File: config.mk
export PLATFORM = sky130hd
export DESIGN_NAME = afsg_status_top
export DESIGN_NICKNAME = d
export VERILOG_FILES = /design/src/shared/afsg_pkg.sv /design/src/logic/afsg_status_top.sv /design/src/logic/afsg_cond_map.sv /design/src/logic/afsg_edge_filter.sv
export SDC_FILE = /design/constraint.sdc
export NUM_CORES = 1
export LEC_CHECK = 0
export BUFFER_PORTS_ARGS = -buffer_cell sky130_fd_sc_hd__clkbuf_2
export CAP_MARGIN = 25
export CORE_MARGIN = 4
export CORE_UTILIZATION = 55
export CTS_CLUSTER_SIZE = 24
export DETAILED_ROUTE_END_ITERATION = 7
export PLACE_DENSITY = 0.75
export SLEW_MARGIN = 20
export SYNTH_ARGS = -nofsm -noshare
export SYNTH_HDL_FRONTEND = slang
export SYNTH_SLANG_ARGS = --single-unit
File: constraint.sdc
create_clock -name ref_clk -period 10.8 [get_ports ref_clk]
set_input_delay 1.08 -clock ref_clk [delete_from_list [all_inputs] [get_ports ref_clk]]
set_output_delay 1.08 -clock ref_clk [all_outputs]
set_load 0.02 [all_outputs]
File: src/shared/afsg_pkg.sv
// Shared constants for the activity and fault status groups
package afsg_pkg;

  // ------------------------------------------------------------
  // Word width
  // ------------------------------------------------------------
  localparam int unsigned AFSG_W = 16;

  // ------------------------------------------------------------
  // Activity condition bit positions
  // ------------------------------------------------------------
  localparam int unsigned ACT_BIT_REF_UNLOCK  = 12;
  localparam int unsigned ACT_BIT_STORE_FULL  = 10;
  localparam int unsigned ACT_BIT_B_ZEROING   = 8;
  localparam int unsigned ACT_BIT_A_ZEROING   = 7;
  localparam int unsigned ACT_BIT_TRIG_WAIT   = 5;
  localparam int unsigned ACT_BIT_RECORDING   = 4;

  // ------------------------------------------------------------
  // Fault condition bit positions
  // ------------------------------------------------------------
  localparam int unsigned FLT_BIT_OVERTEMP    = 8;
  localparam int unsigned FLT_BIT_SIG_UNLOCK  = 6;
  localparam int unsigned FLT_BIT_RATIO_SAT   = 4;
  localparam int unsigned FLT_BIT_B_PRE_SAT   = 3;
  localparam int unsigned FLT_BIT_B_POST_SAT  = 2;
  localparam int unsigned FLT_BIT_A_PRE_SAT   = 1;
  localparam int unsigned FLT_BIT_A_POST_SAT  = 0;

  // Bits that carry a condition; all others read zero
  localparam logic [AFSG_W-1:0] ACT_USED_MASK = 16'h15B0;
  localparam logic [AFSG_W-1:0] FLT_USED_MASK = 16'h015F;

  // ------------------------------------------------------------
  // Values after reset
  // ------------------------------------------------------------
  localparam logic [AFSG_W-1:0] EVT_RST    = 16'h0000;
  localparam logic [AFSG_W-1:0] MASK_RST   = 16'h0000;
  localparam logic [AFSG_W-1:0] FILTER_RST = 16'h0000;
  localparam logic [AFSG_W-1:0] COND_RST   = 16'h0000;

  // ------------------------------------------------------------
  // Register select codes on the command port
  // ------------------------------------------------------------
  localparam logic [3:0] SEL_ACT_COND = 4'h0;
  localparam logic [3:0] SEL_ACT_EVT  = 4'h1;
  localparam logic [3:0] SEL_ACT_MASK = 4'h2;
  localparam logic [3:0] SEL_ACT_RISE = 4'h3;
  localparam logic [3:0] SEL_ACT_FALL = 4'h4;
  localparam logic [3:0] SEL_FLT_COND = 4'h5;
  localparam logic [3:0] SEL_FLT_EVT  = 4'h6;
  localparam logic [3:0] SEL_FLT_MASK = 4'h7;
  localparam logic [3:0] SEL_FLT_RISE = 4'h8;
  localparam logic [3:0] SEL_FLT_FALL = 4'h9;

endpackage

File: src/logic/afsg_status_top.sv
// Activity and fault status groups with their command port
`timescale 1ns/1ps
`default_nettype none

module afsg_status_top
  import afsg_pkg::*;
(
  input  wire logic              ref_clk,
  input  wire logic              reset,
  // Instrument state
  input  wire logic              ref_clock_unlocked,
  input  wire logic              data_store_full,
  input  wire logic              chan_b_offset_zeroing,
  input  wire logic              chan_a_offset_zeroing,
  input  wire logic              trigger_wait,
  input  wire logic              recording_active,
  input  wire logic              ext_trigger_sel,
  input  wire logic              overtemp,
  input  wire logic              ref_signal_unlocked,
  input  wire logic              ratio_saturated,
  input  wire logic              chan_b_pre_detector_sat,
  input  wire logic              chan_b_post_detector_sat,
  input  wire logic              chan_a_pre_detector_sat,
  input  wire logic              chan_a_post_detector_sat,
  // Command port from the remote-control parser
  input  wire logic              cmd_valid,
  input  wire logic              cmd_write,
  input  wire logic [3:0]        cmd_sel,
  input  wire logic [AFSG_W-1:0] cmd_wdata,
  input  wire logic              cls_pulse,
  output logic                   rsp_valid,
  output logic [AFSG_W-1:0]      rsp_data,
  output logic                   activity_summary
);

  // ------------------------------------------------------------
  // State
  // ------------------------------------------------------------
  typedef struct packed {
    logic [AFSG_W-1:0] act_rise;
    logic [AFSG_W-1:0] act_fall;
    logic [AFSG_W-1:0] act_mask;
    logic [AFSG_W-1:0] act_evt;
    logic [AFSG_W-1:0] flt_rise;
    logic [AFSG_W-1:0] flt_fall;
    logic [AFSG_W-1:0] flt_mask;
    logic [AFSG_W-1:0] flt_evt;
    logic              rsp_valid;
    logic [AFSG_W-1:0] rsp_data;
    logic              summary;
  } afsg_top_state_t;

  localparam afsg_top_state_t TOP_RST = '{
    act_rise: FILTER_RST, act_fall: FILTER_RST, act_mask: MASK_RST, act_evt: EVT_RST,
    flt_rise: FILTER_RST, flt_fall: FILTER_RST, flt_mask: MASK_RST, flt_evt: EVT_RST,
    rsp_valid: 1'b0, rsp_data: '0, summary: 1'b0
  };

  afsg_top_state_t q;
  afsg_top_state_t d;

  logic [AFSG_W-1:0] act_cond;
  logic [AFSG_W-1:0] flt_cond;
  logic [AFSG_W-1:0] act_new;
  logic [AFSG_W-1:0] flt_new;
  logic              rd_req;
  logic              wr_req;
  logic              act_clr;
  logic              flt_clr;

  // ------------------------------------------------------------
  // Condition words and transition filters
  // ------------------------------------------------------------
  afsg_cond_map u_cond (
    .ref_clk                  (ref_clk),
    .reset                    (reset),
    .ref_clock_unlocked       (ref_clock_unlocked),
    .data_store_full          (data_store_full),
    .chan_b_offset_zeroing    (chan_b_offset_zeroing),
    .chan_a_offset_zeroing    (chan_a_offset_zeroing),
    .trigger_wait             (trigger_wait),
    .recording_active         (recording_active),
    .ext_trigger_sel          (ext_trigger_sel),
    .overtemp                 (overtemp),
    .ref_signal_unlocked      (ref_signal_unlocked),
    .ratio_saturated          (ratio_saturated),
    .chan_b_pre_detector_sat  (chan_b_pre_detector_sat),
    .chan_b_post_detector_sat (chan_b_post_detector_sat),
    .chan_a_pre_detector_sat  (chan_a_pre_detector_sat),
    .chan_a_post_detector_sat (chan_a_post_detector_sat),
    .act_cond                 (act_cond),
    .flt_cond                 (flt_cond)
  );

  afsg_edge_filter #(.W(AFSG_W)) u_act_edge (
    .ref_clk (ref_clk),
    .reset   (reset),
    .cond    (act_cond),
    .rise_en (q.act_rise),
    .fall_en (q.act_fall),
    .events  (act_new)
  );

  afsg_edge_filter #(.W(AFSG_W)) u_flt_edge (
    .ref_clk (ref_clk),
    .reset   (reset),
    .cond    (flt_cond),
    .rise_en (q.flt_rise),
    .fall_en (q.flt_fall),
    .events  (flt_new)
  );

  // ------------------------------------------------------------
  // Command decode
  // ------------------------------------------------------------
  assign rd_req  = cmd_valid && !cmd_write;
  assign wr_req  = cmd_valid &&  cmd_write;
  assign act_clr = cls_pulse || (rd_req && cmd_sel == SEL_ACT_EVT);
  assign flt_clr = cls_pulse || (rd_req && cmd_sel == SEL_FLT_EVT);

  always_comb begin
    d           = q;
    d.rsp_valid = 1'b0;
    // New events are ORed after the clear so an edge in a clearing cycle survives
    d.act_evt   = (act_clr ? EVT_RST : q.act_evt) | act_new;
    d.flt_evt   = (flt_clr ? EVT_RST : q.flt_evt) | flt_new;
    if (wr_req) begin
      // Condition and event words are read-only; writes to them are dropped
      case (cmd_sel)
        SEL_ACT_MASK: d.act_mask = cmd_wdata;
        SEL_ACT_RISE: d.act_rise = cmd_wdata;
        SEL_ACT_FALL: d.act_fall = cmd_wdata;
        SEL_FLT_MASK: d.flt_mask = cmd_wdata;
        SEL_FLT_RISE: d.flt_rise = cmd_wdata;
        SEL_FLT_FALL: d.flt_fall = cmd_wdata;
        default: begin
        end
      endcase
    end
    if (rd_req) begin
      d.rsp_valid = 1'b1;
      case (cmd_sel)
        SEL_ACT_COND: d.rsp_data = act_cond;
        SEL_ACT_EVT:  d.rsp_data = q.act_evt;
        SEL_ACT_MASK: d.rsp_data = q.act_mask;
        SEL_ACT_RISE: d.rsp_data = q.act_rise;
        SEL_ACT_FALL: d.rsp_data = q.act_fall;
        SEL_FLT_COND: d.rsp_data = flt_cond;
        SEL_FLT_EVT:  d.rsp_data = q.flt_evt;
        SEL_FLT_MASK: d.rsp_data = q.flt_mask;
        SEL_FLT_RISE: d.rsp_data = q.flt_rise;
        SEL_FLT_FALL: d.rsp_data = q.flt_fall;
        default:      d.rsp_data = '0;
      endcase
    end
    // Registered so the summary lines up with the event word it reflects
    d.summary = |(d.act_evt & d.act_mask);
  end

  always_ff @(posedge ref_clk or posedge reset) begin
    if (reset) begin
      q <= TOP_RST;
    end else begin
      q <= d;
    end
  end

  assign rsp_valid        = q.rsp_valid;
  assign rsp_data         = q.rsp_data;
  assign activity_summary = q.summary;

  // ------------------------------------------------------------
  // Assertions
  // ------------------------------------------------------------
  a_unused_zero: assert property (@(posedge ref_clk) disable iff (reset)
    ((act_cond & ~ACT_USED_MASK) == '0) && ((flt_cond & ~FLT_USED_MASK) == '0))
    else $error("unassigned condition bit is set");

  a_ref_unlock_bit: assert property (@(posedge ref_clk) disable iff (reset)
    ##1 (act_cond[ACT_BIT_REF_UNLOCK] == $past(ref_clock_unlocked)) &&
        (act_cond[ACT_BIT_STORE_FULL] == $past(data_store_full)))
    else $error("activity bits 12 or 10 do not follow their source");

  a_trig_forces_rec: assert property (@(posedge ref_clk) disable iff (reset)
    ext_trigger_sel |=> !act_cond[ACT_BIT_RECORDING])
    else $error("recording bit set under external trigger");

  a_overtemp_bit: assert property (@(posedge ref_clk) disable iff (reset)
    (overtemp && !$past(overtemp)) |=> flt_cond[FLT_BIT_OVERTEMP] ##1 1'b1)
    else $error("overtemp bit missed");

  a_rise_sets_evt: assert property (@(posedge ref_clk) disable iff (reset)
    ($rose(act_cond[ACT_BIT_TRIG_WAIT]) && q.act_rise[ACT_BIT_TRIG_WAIT])
      |=> q.act_evt[ACT_BIT_TRIG_WAIT])
    else $error("rising edge did not set event bit");

  a_fall_only_sets: assert property (@(posedge ref_clk) disable iff (reset)
    ($fell(flt_cond[FLT_BIT_RATIO_SAT]) && q.flt_fall[FLT_BIT_RATIO_SAT] && !flt_clr)
      |=> q.flt_evt[FLT_BIT_RATIO_SAT])
    else $error("falling edge did not set fault event bit");

  a_latch_holds: assert property (@(posedge ref_clk) disable iff (reset)
    !act_clr |=> ((q.act_evt & $past(q.act_evt)) == $past(q.act_evt)))
    else $error("activity event bit dropped without a clear");

  a_read_returns: assert property (@(posedge ref_clk) disable iff (reset)
    (rd_req && cmd_sel == SEL_FLT_EVT) |=> rsp_valid && (rsp_data == $past(q.flt_evt)))
    else $error("fault event read returned wrong value");

  a_read_clears: assert property (@(posedge ref_clk) disable iff (reset)
    (rd_req && cmd_sel == SEL_ACT_EVT) |=> (q.act_evt == $past(act_new)))
    else $error("activity event word not cleared by read");

  a_cls_clears: assert property (@(posedge ref_clk) disable iff (reset)
    cls_pulse |=> (q.flt_evt == $past(flt_new)) && (q.act_evt == $past(act_new)))
    else $error("clear-status did not clear event words");

  a_mask_stable: assert property (@(posedge ref_clk) disable iff (reset)
    !(wr_req && (cmd_sel == SEL_ACT_MASK || cmd_sel == SEL_FLT_MASK))
      |=> $stable(q.act_mask) && $stable(q.flt_mask))
    else $error("mask changed without a host write");

  a_summary_track: assert property (@(posedge ref_clk) disable iff (reset)
    activity_summary == |(q.act_evt & q.act_mask))
    else $error("activity summary disagrees with enabled events");

  a_zeroing_bits: assert property (@(posedge ref_clk) disable iff (reset)
    ##1 (act_cond[ACT_BIT_A_ZEROING] == $past(chan_a_offset_zeroing)) &&
        (act_cond[ACT_BIT_B_ZEROING] == $past(chan_b_offset_zeroing)))
    else $error("activity zeroing bits do not follow their source");

  a_wait_rec_bits: assert property (@(posedge ref_clk) disable iff (reset)
    ##1 (act_cond[ACT_BIT_TRIG_WAIT] == $past(trigger_wait)) &&
        (act_cond[ACT_BIT_RECORDING] ==
         ($past(recording_active) && !$past(ext_trigger_sel))))
    else $error("trigger wait or recording bit does not follow its source");

  a_fault_state_bits: assert property (@(posedge ref_clk) disable iff (reset)
    ##1 (flt_cond[FLT_BIT_OVERTEMP] == $past(overtemp)) &&
        (flt_cond[FLT_BIT_SIG_UNLOCK] == $past(ref_signal_unlocked)) &&
        (flt_cond[FLT_BIT_RATIO_SAT] == $past(ratio_saturated)))
    else $error("fault state bits do not follow their source");

  a_pre_sat_bits: assert property (@(posedge ref_clk) disable iff (reset)
    ##1 (flt_cond[FLT_BIT_A_PRE_SAT] == $past(chan_a_pre_detector_sat)) &&
        (flt_cond[FLT_BIT_B_PRE_SAT] == $past(chan_b_pre_detector_sat)))
    else $error("pre-detector saturation bits do not follow their source");

  a_post_sat_bits: assert property (@(posedge ref_clk) disable iff (reset)
    ##1 (flt_cond[FLT_BIT_A_POST_SAT] == $past(chan_a_post_detector_sat)) &&
        (flt_cond[FLT_BIT_B_POST_SAT] == $past(chan_b_post_detector_sat)))
    else $error("post-detector saturation bits do not follow their source");

  a_act_edge_sets: assert property (@(posedge ref_clk) disable iff (reset)
    ##1 ((~q.act_evt &
          (($past(act_cond) & ~$past(act_cond, 2) & $past(q.act_rise)) |
           (~$past(act_cond) & $past(act_cond, 2) & $past(q.act_fall)))) == '0))
    else $error("qualified activity edge did not set its event bit");

  a_act_no_spurious: assert property (@(posedge ref_clk) disable iff (reset)
    ##1 ((q.act_evt & ~$past(q.act_evt) &
          ~(($past(act_cond) & ~$past(act_cond, 2) & $past(q.act_rise)) |
            (~$past(act_cond) & $past(act_cond, 2) & $past(q.act_fall)))) == '0))
    else $error("activity event bit set without a qualified edge");

  a_cond_read_value: assert property (@(posedge ref_clk) disable iff (reset)
    (rd_req && cmd_sel == SEL_ACT_COND) |=> rsp_valid && (rsp_data == $past(act_cond)))
    else $error("condition read returned wrong value");

  a_mask_write: assert property (@(posedge ref_clk) disable iff (reset)
    (wr_req && cmd_sel == SEL_ACT_MASK) |=> (q.act_mask == $past(cmd_wdata)))
    else $error("activity mask did not take the written value");

  a_answer_pulse: assert property (@(posedge ref_clk) disable iff (reset)
    ##1 (rsp_valid == $past(rd_req)))
    else $error("read answer strobe out of step with the request");

  a_reset_zero: assert property (@(posedge ref_clk)
    $fell(reset) |-> (q.act_evt == '0) && (q.flt_evt == '0) &&
                     (q.act_mask == '0) && (q.flt_mask == '0))
    else $error("event or mask word nonzero after reset");

endmodule // afsg_status_top
`default_nettype wire

File: src/logic/afsg_cond_map.sv
// Samples instrument state flags into the two condition words
`timescale 1ns/1ps
`default_nettype none
module afsg_cond_map
  import afsg_pkg::*;
(
  input  wire logic              ref_clk,
  input  wire logic              reset,
  input  wire logic              ref_clock_unlocked,
  input  wire logic              data_store_full,
  input  wire logic              chan_b_offset_zeroing,
  input  wire logic              chan_a_offset_zeroing,
  input  wire logic              trigger_wait,
  input  wire logic              recording_active,
  input  wire logic              ext_trigger_sel,
  input  wire logic              overtemp,
  input  wire logic              ref_signal_unlocked,
  input  wire logic              ratio_saturated,
  input  wire logic              chan_b_pre_detector_sat,
  input  wire logic              chan_b_post_detector_sat,
  input  wire logic              chan_a_pre_detector_sat,
  input  wire logic              chan_a_post_detector_sat,
  output logic [AFSG_W-1:0]      act_cond,
  output logic [AFSG_W-1:0]      flt_cond
);

  typedef struct packed {
    logic [AFSG_W-1:0] act;
    logic [AFSG_W-1:0] flt;
  } afsg_cond_state_t;

  afsg_cond_state_t q;
  afsg_cond_state_t d;

  // Unassigned positions are never written, so they stay zero
  always_comb begin
    d = '{act: COND_RST, flt: COND_RST};
    d.act[ACT_BIT_REF_UNLOCK] = ref_clock_unlocked;
    d.act[ACT_BIT_STORE_FULL] = data_store_full;
    d.act[ACT_BIT_B_ZEROING]  = chan_b_offset_zeroing;
    d.act[ACT_BIT_A_ZEROING]  = chan_a_offset_zeroing;
    d.act[ACT_BIT_TRIG_WAIT]  = trigger_wait;
    d.act[ACT_BIT_RECORDING]  = recording_active && !ext_trigger_sel;
    d.flt[FLT_BIT_OVERTEMP]   = overtemp;
    d.flt[FLT_BIT_SIG_UNLOCK] = ref_signal_unlocked;
    d.flt[FLT_BIT_RATIO_SAT]  = ratio_saturated;
    d.flt[FLT_BIT_B_PRE_SAT]  = chan_b_pre_detector_sat;
    d.flt[FLT_BIT_A_PRE_SAT]  = chan_a_pre_detector_sat;
    d.flt[FLT_BIT_B_POST_SAT] = chan_b_post_detector_sat;
    d.flt[FLT_BIT_A_POST_SAT] = chan_a_post_detector_sat;
  end

  always_ff @(posedge ref_clk or posedge reset) begin
    if (reset) begin
      q <= '{act: COND_RST, flt: COND_RST};
    end else begin
      q <= d;
    end
  end

  assign act_cond = q.act;
  assign flt_cond = q.flt;

endmodule // afsg_cond_map
`default_nettype wire

File: src/logic/afsg_edge_filter.sv
// Per-bit transition filter: turns condition edges into event pulses
`timescale 1ns/1ps
`default_nettype none
module afsg_edge_filter
  import afsg_pkg::*;
#(
  parameter int unsigned W = AFSG_W
) (
  input  wire logic          ref_clk,
  input  wire logic          reset,
  input  wire logic [W-1:0]  cond,
  input  wire logic [W-1:0]  rise_en,
  input  wire logic [W-1:0]  fall_en,
  output logic [W-1:0]       events
);

  if (W < 1 || W > AFSG_W) begin : g_bad_width
    $error("afsg_edge_filter: W out of range");
  end

  typedef struct packed {
    logic [W-1:0] prev;
  } afsg_edge_state_t;

  afsg_edge_state_t q;
  afsg_edge_state_t d;

  always_comb begin
    d      = q;
    d.prev = cond;
  end

  always_ff @(posedge ref_clk or posedge reset) begin
    if (reset) begin
      q <= '{prev: '0};
    end else begin
      q <= d;
    end
  end

  // Event is a one-cycle pulse in the cycle the condition rises (rise_en set) or falls (fall_en set) from its last value
  for (genvar i = 0; i < W; i++) begin : g_bit
    assign events[i] = (rise_en[i] &&  cond[i] && !q.prev[i]) ||
                       (fall_en[i] && !cond[i] &&  q.prev[i]);
  end

endmodule // afsg_edge_filter
`default_nettype wire

==> flow_summary.toml <==
[global_route]
grt_pass1_vias = 4845
grt-ovfl-total = 0
grt_pass1_wl_um = 26730
grtUsageTotal_pct = 24.29
antenna_found_initial = 0
grt_max_degree = 87

[synthesis]
yosys_warnings = 0
avgSynthCellArea_um2 = 13.11
syn_area_um2 = 7029
synthesis.nets = 575
netlist_instances = 536
synth_edf_count = 0
synth_cell_types = 38
ys_seq_area_share_pct = 58.03
ys_ff_latch = 163
async_flop_share_pct = 100.0
synthFlopType = "dfrtp_1"

[route]
drc = 0
drt-total-wl_um = 16620
vias = 4653
wl_met3_um = 1077
drtPass1Iterations = 6
final_antenna_net_count = 0
vias_per_cell = 6.147
route.met2.wl_um = 7897
drtIter0Drc = 509
wl_met1_um = 7273
highest_layer = "met4"
wl_per_cell_um = 21.96

[timing]
tightest_slew_ns = 1.090
max_freq_mhz = 240.8
finalCriticalPeriod_ns = 4.152
slew_headroom_pct = 27.33
final-max-slew-violation-count = 0
hold_viol = 0
finalCritPeriodShare_pct = 38.45
hold_ws_ns = 0.4143
setup_viol = 0
setup_tns_ns = 0
fin_skew_ns = 0.007642
grt_setup_unrepaired = "false"

[pwr]
ir_worst_vdd_v = 0.0001191
power_density_nw_per_um2 = 197.5
leakagePower_nw = 3.637
total_power_w = 0.001565

[critical_path]
cp-end-kind = "register"
path_max_fanout = 24
path_class = "input pin to register"
cp.required_ns = 11.08
arrival_ns = 4.43
worst_setup_path_start_kind = "input pin"

[outcome]
status = "finished clean"

[finish]
insertedDiodeCount = 0
final_nets = 611
syn_to_final_growth_pct = 12.71
layout-drive-gt1-share_pct = 34.53
stdcell_count = 757

[placement]
io_buffers = 56
post-place-cells = 723
dp_hpwl_um = 11080
gp_congestion = 0.8839

[die]
coreArea_um2 = 12570
row_count = 41
die_h_um = 121.1
ioPinCount = 57
start_util_pct = 55.93
fp.dieW_um = 121.1
die-area_um2 = 14650

[cts]
post_cts_buffers = 0
cts_tree = "built"
clkTransAtPathRegs_ns = 0.06
numCtsBuffers = 17
cts_resized = 0
clockBufferDepth = 2
worst_skew_pair.late_latency_ns = 0.42
clkSinkCount = 163
cts_root_buf = "clkbuf_16"
cts_max_level = 4
ctsHoldBuffers = 0

[flow_run]
cap_viol_max_count = 0

[worst_hold_path]
worst_hold_path_type = "register to register"
[cells in the mapped netlist, drive strengths merged, types with 2 or more instances]
library cell  count  share of area, %
a21oi             7              0.50
a221oi            7              0.87
a222oi           10               1.4
a22o             20               2.5
a22oi            29               3.1
a31oi             2              0.18
and2             13               1.2
and3              8              0.71
buf              39               3.8
clkbuf            7              0.37
dfrtp           163                58
inv              10              0.53
mux2            100                16
mux2i             9               1.3
nand2            32               1.7
nand2b            5              0.44
nand3            11              0.78
nand3b           13               1.4
nand4             2              0.18
nor2             10              0.57
nor2b             6              0.53
nor3              4              0.28
nor4b             2              0.68
o211ai            5              0.53
o21ai             7              0.50
o221ai            7              0.87
[through the flow]
step / utilization (%) / setup WS, ns / cell area, µm²
detailed placement: 57.96 / 6.354 / 7284
global placement: 57.93 / 6.289 / 7281
finish: 63.04 / 6.648 / 7923
CTS: 62.70 / 6.811 / 7880
global route: 63.04 / 6.534 / 7923
floorplan: - / 5.315 / 7029
[placed cells by master (no fill, tap or decap), types with 2 or more instances in the layout]
cell type and n:
dfrtp_1 163, mux2_2 98, clkbuf_2 56, nand2_1 32, a22oi_1 29, a22o_1 20
clkbuf_16 17, and2_1 13, nand3b_1 13, nand3_1 11, a222oi_1 10, nor2_1 9
mux2i_1 9, inv_1 9, and3_1 8, o21ai_0 7, a221oi_1 7, o221ai_1 7
a21oi_1 6, nor2b_1 6, nand2b_1 5, o211ai_1 5, clkinv_2 5, buf_4 5
nor3_1 3, clkbuf_1 3, bufinv_16 3, nor4b_4 2, a31oi_1 2, mux2_4 2
nand4_1 2, clkbuf_8 2
[power by group]
part | internal, W | switching (W) | leakage (nW)
logic | 0.0000952 | 0.0000958 | 1.26
registers | 0.000703 | 0.0000618 | 2.08
clock network | 0.000374 | 0.000234 | 0.294
[final timing paths]
check / start / end / slack [ns] / cells past startpoint
max in group asynchronous: reset / rsp_data[10] / 8.88 / 4
setup / recovery: cmd_sel[3] / activity_summary / 6.65 / 7
hold reg to reg: u_cond.act_cond[4] / u_act_edge.q[4] / 0.41 / 0
min in group asynchronous: reset / rsp_data[1] / 0.80 / 2
setup reg to reg: q[70] / rsp_data[4] / 9.16 / 4
hold / removal: u_cond.act_cond[4] / u_act_edge.q[4] / 0.41 / 0
[critical path, stage by stage]
cell and delay (ns):
clkbuf_2 0.39, nor4b_4 0.92, and3_1 0.93, mux2_2 0.43
a22oi_1 0.26, and4_1 0.28, nand4_1 0.12
[area by class of cell]
class / count / area [µm²]
Fill cell: 960 / 4646
Sequential cell: 163 / 4079
Multi-Input combinational cell: 317 / 2630
Clock buffer: 22 / 464.2
Timing Repair Buffer: 63 / 360.3
Tap cell: 172 / 215.2
Clock inverter: 10 / 131.4
Inverter: 10 / 42.54
[layer usage]
layer  track usage, %  vias up
met3            5.734       36
met1            33.57     2388
met5                0        -
met4            9.844        0
met2            37.24      187
li1                 -     2042
[flip-flops by register name, indices dropped and copies added, names as in the netlist]
| name | flops |
|---|---|
| q | 119 |
| u_cond.flt_cond | 7 |
| u_cond.act_cond | 6 |
| u_act_edge.q | 6 |
| rsp_valid | 1 |
| activity_summary | 1 |
| rsp_data | 16 |
| u_flt_edge.q | 7 |
[logic make-up (layout without fill, tap and decap cells)]
| group | count (synthesis) | count (layout) | synth area share, % |
|---|---|---|---|
| AND/OR/NAND/NOR | 110 | 110 | 8.882 |
| multiplexers | 109 | 109 | 17.41 |
| buffers and inverters | 56 | 105 | 4.682 |
| flip-flops | 163 | 163 | 58.03 |
| AO/OA/AOI/OAI | 98 | 98 | 11.00 |
Note: power is estimated with default switching activity, not from simulation.
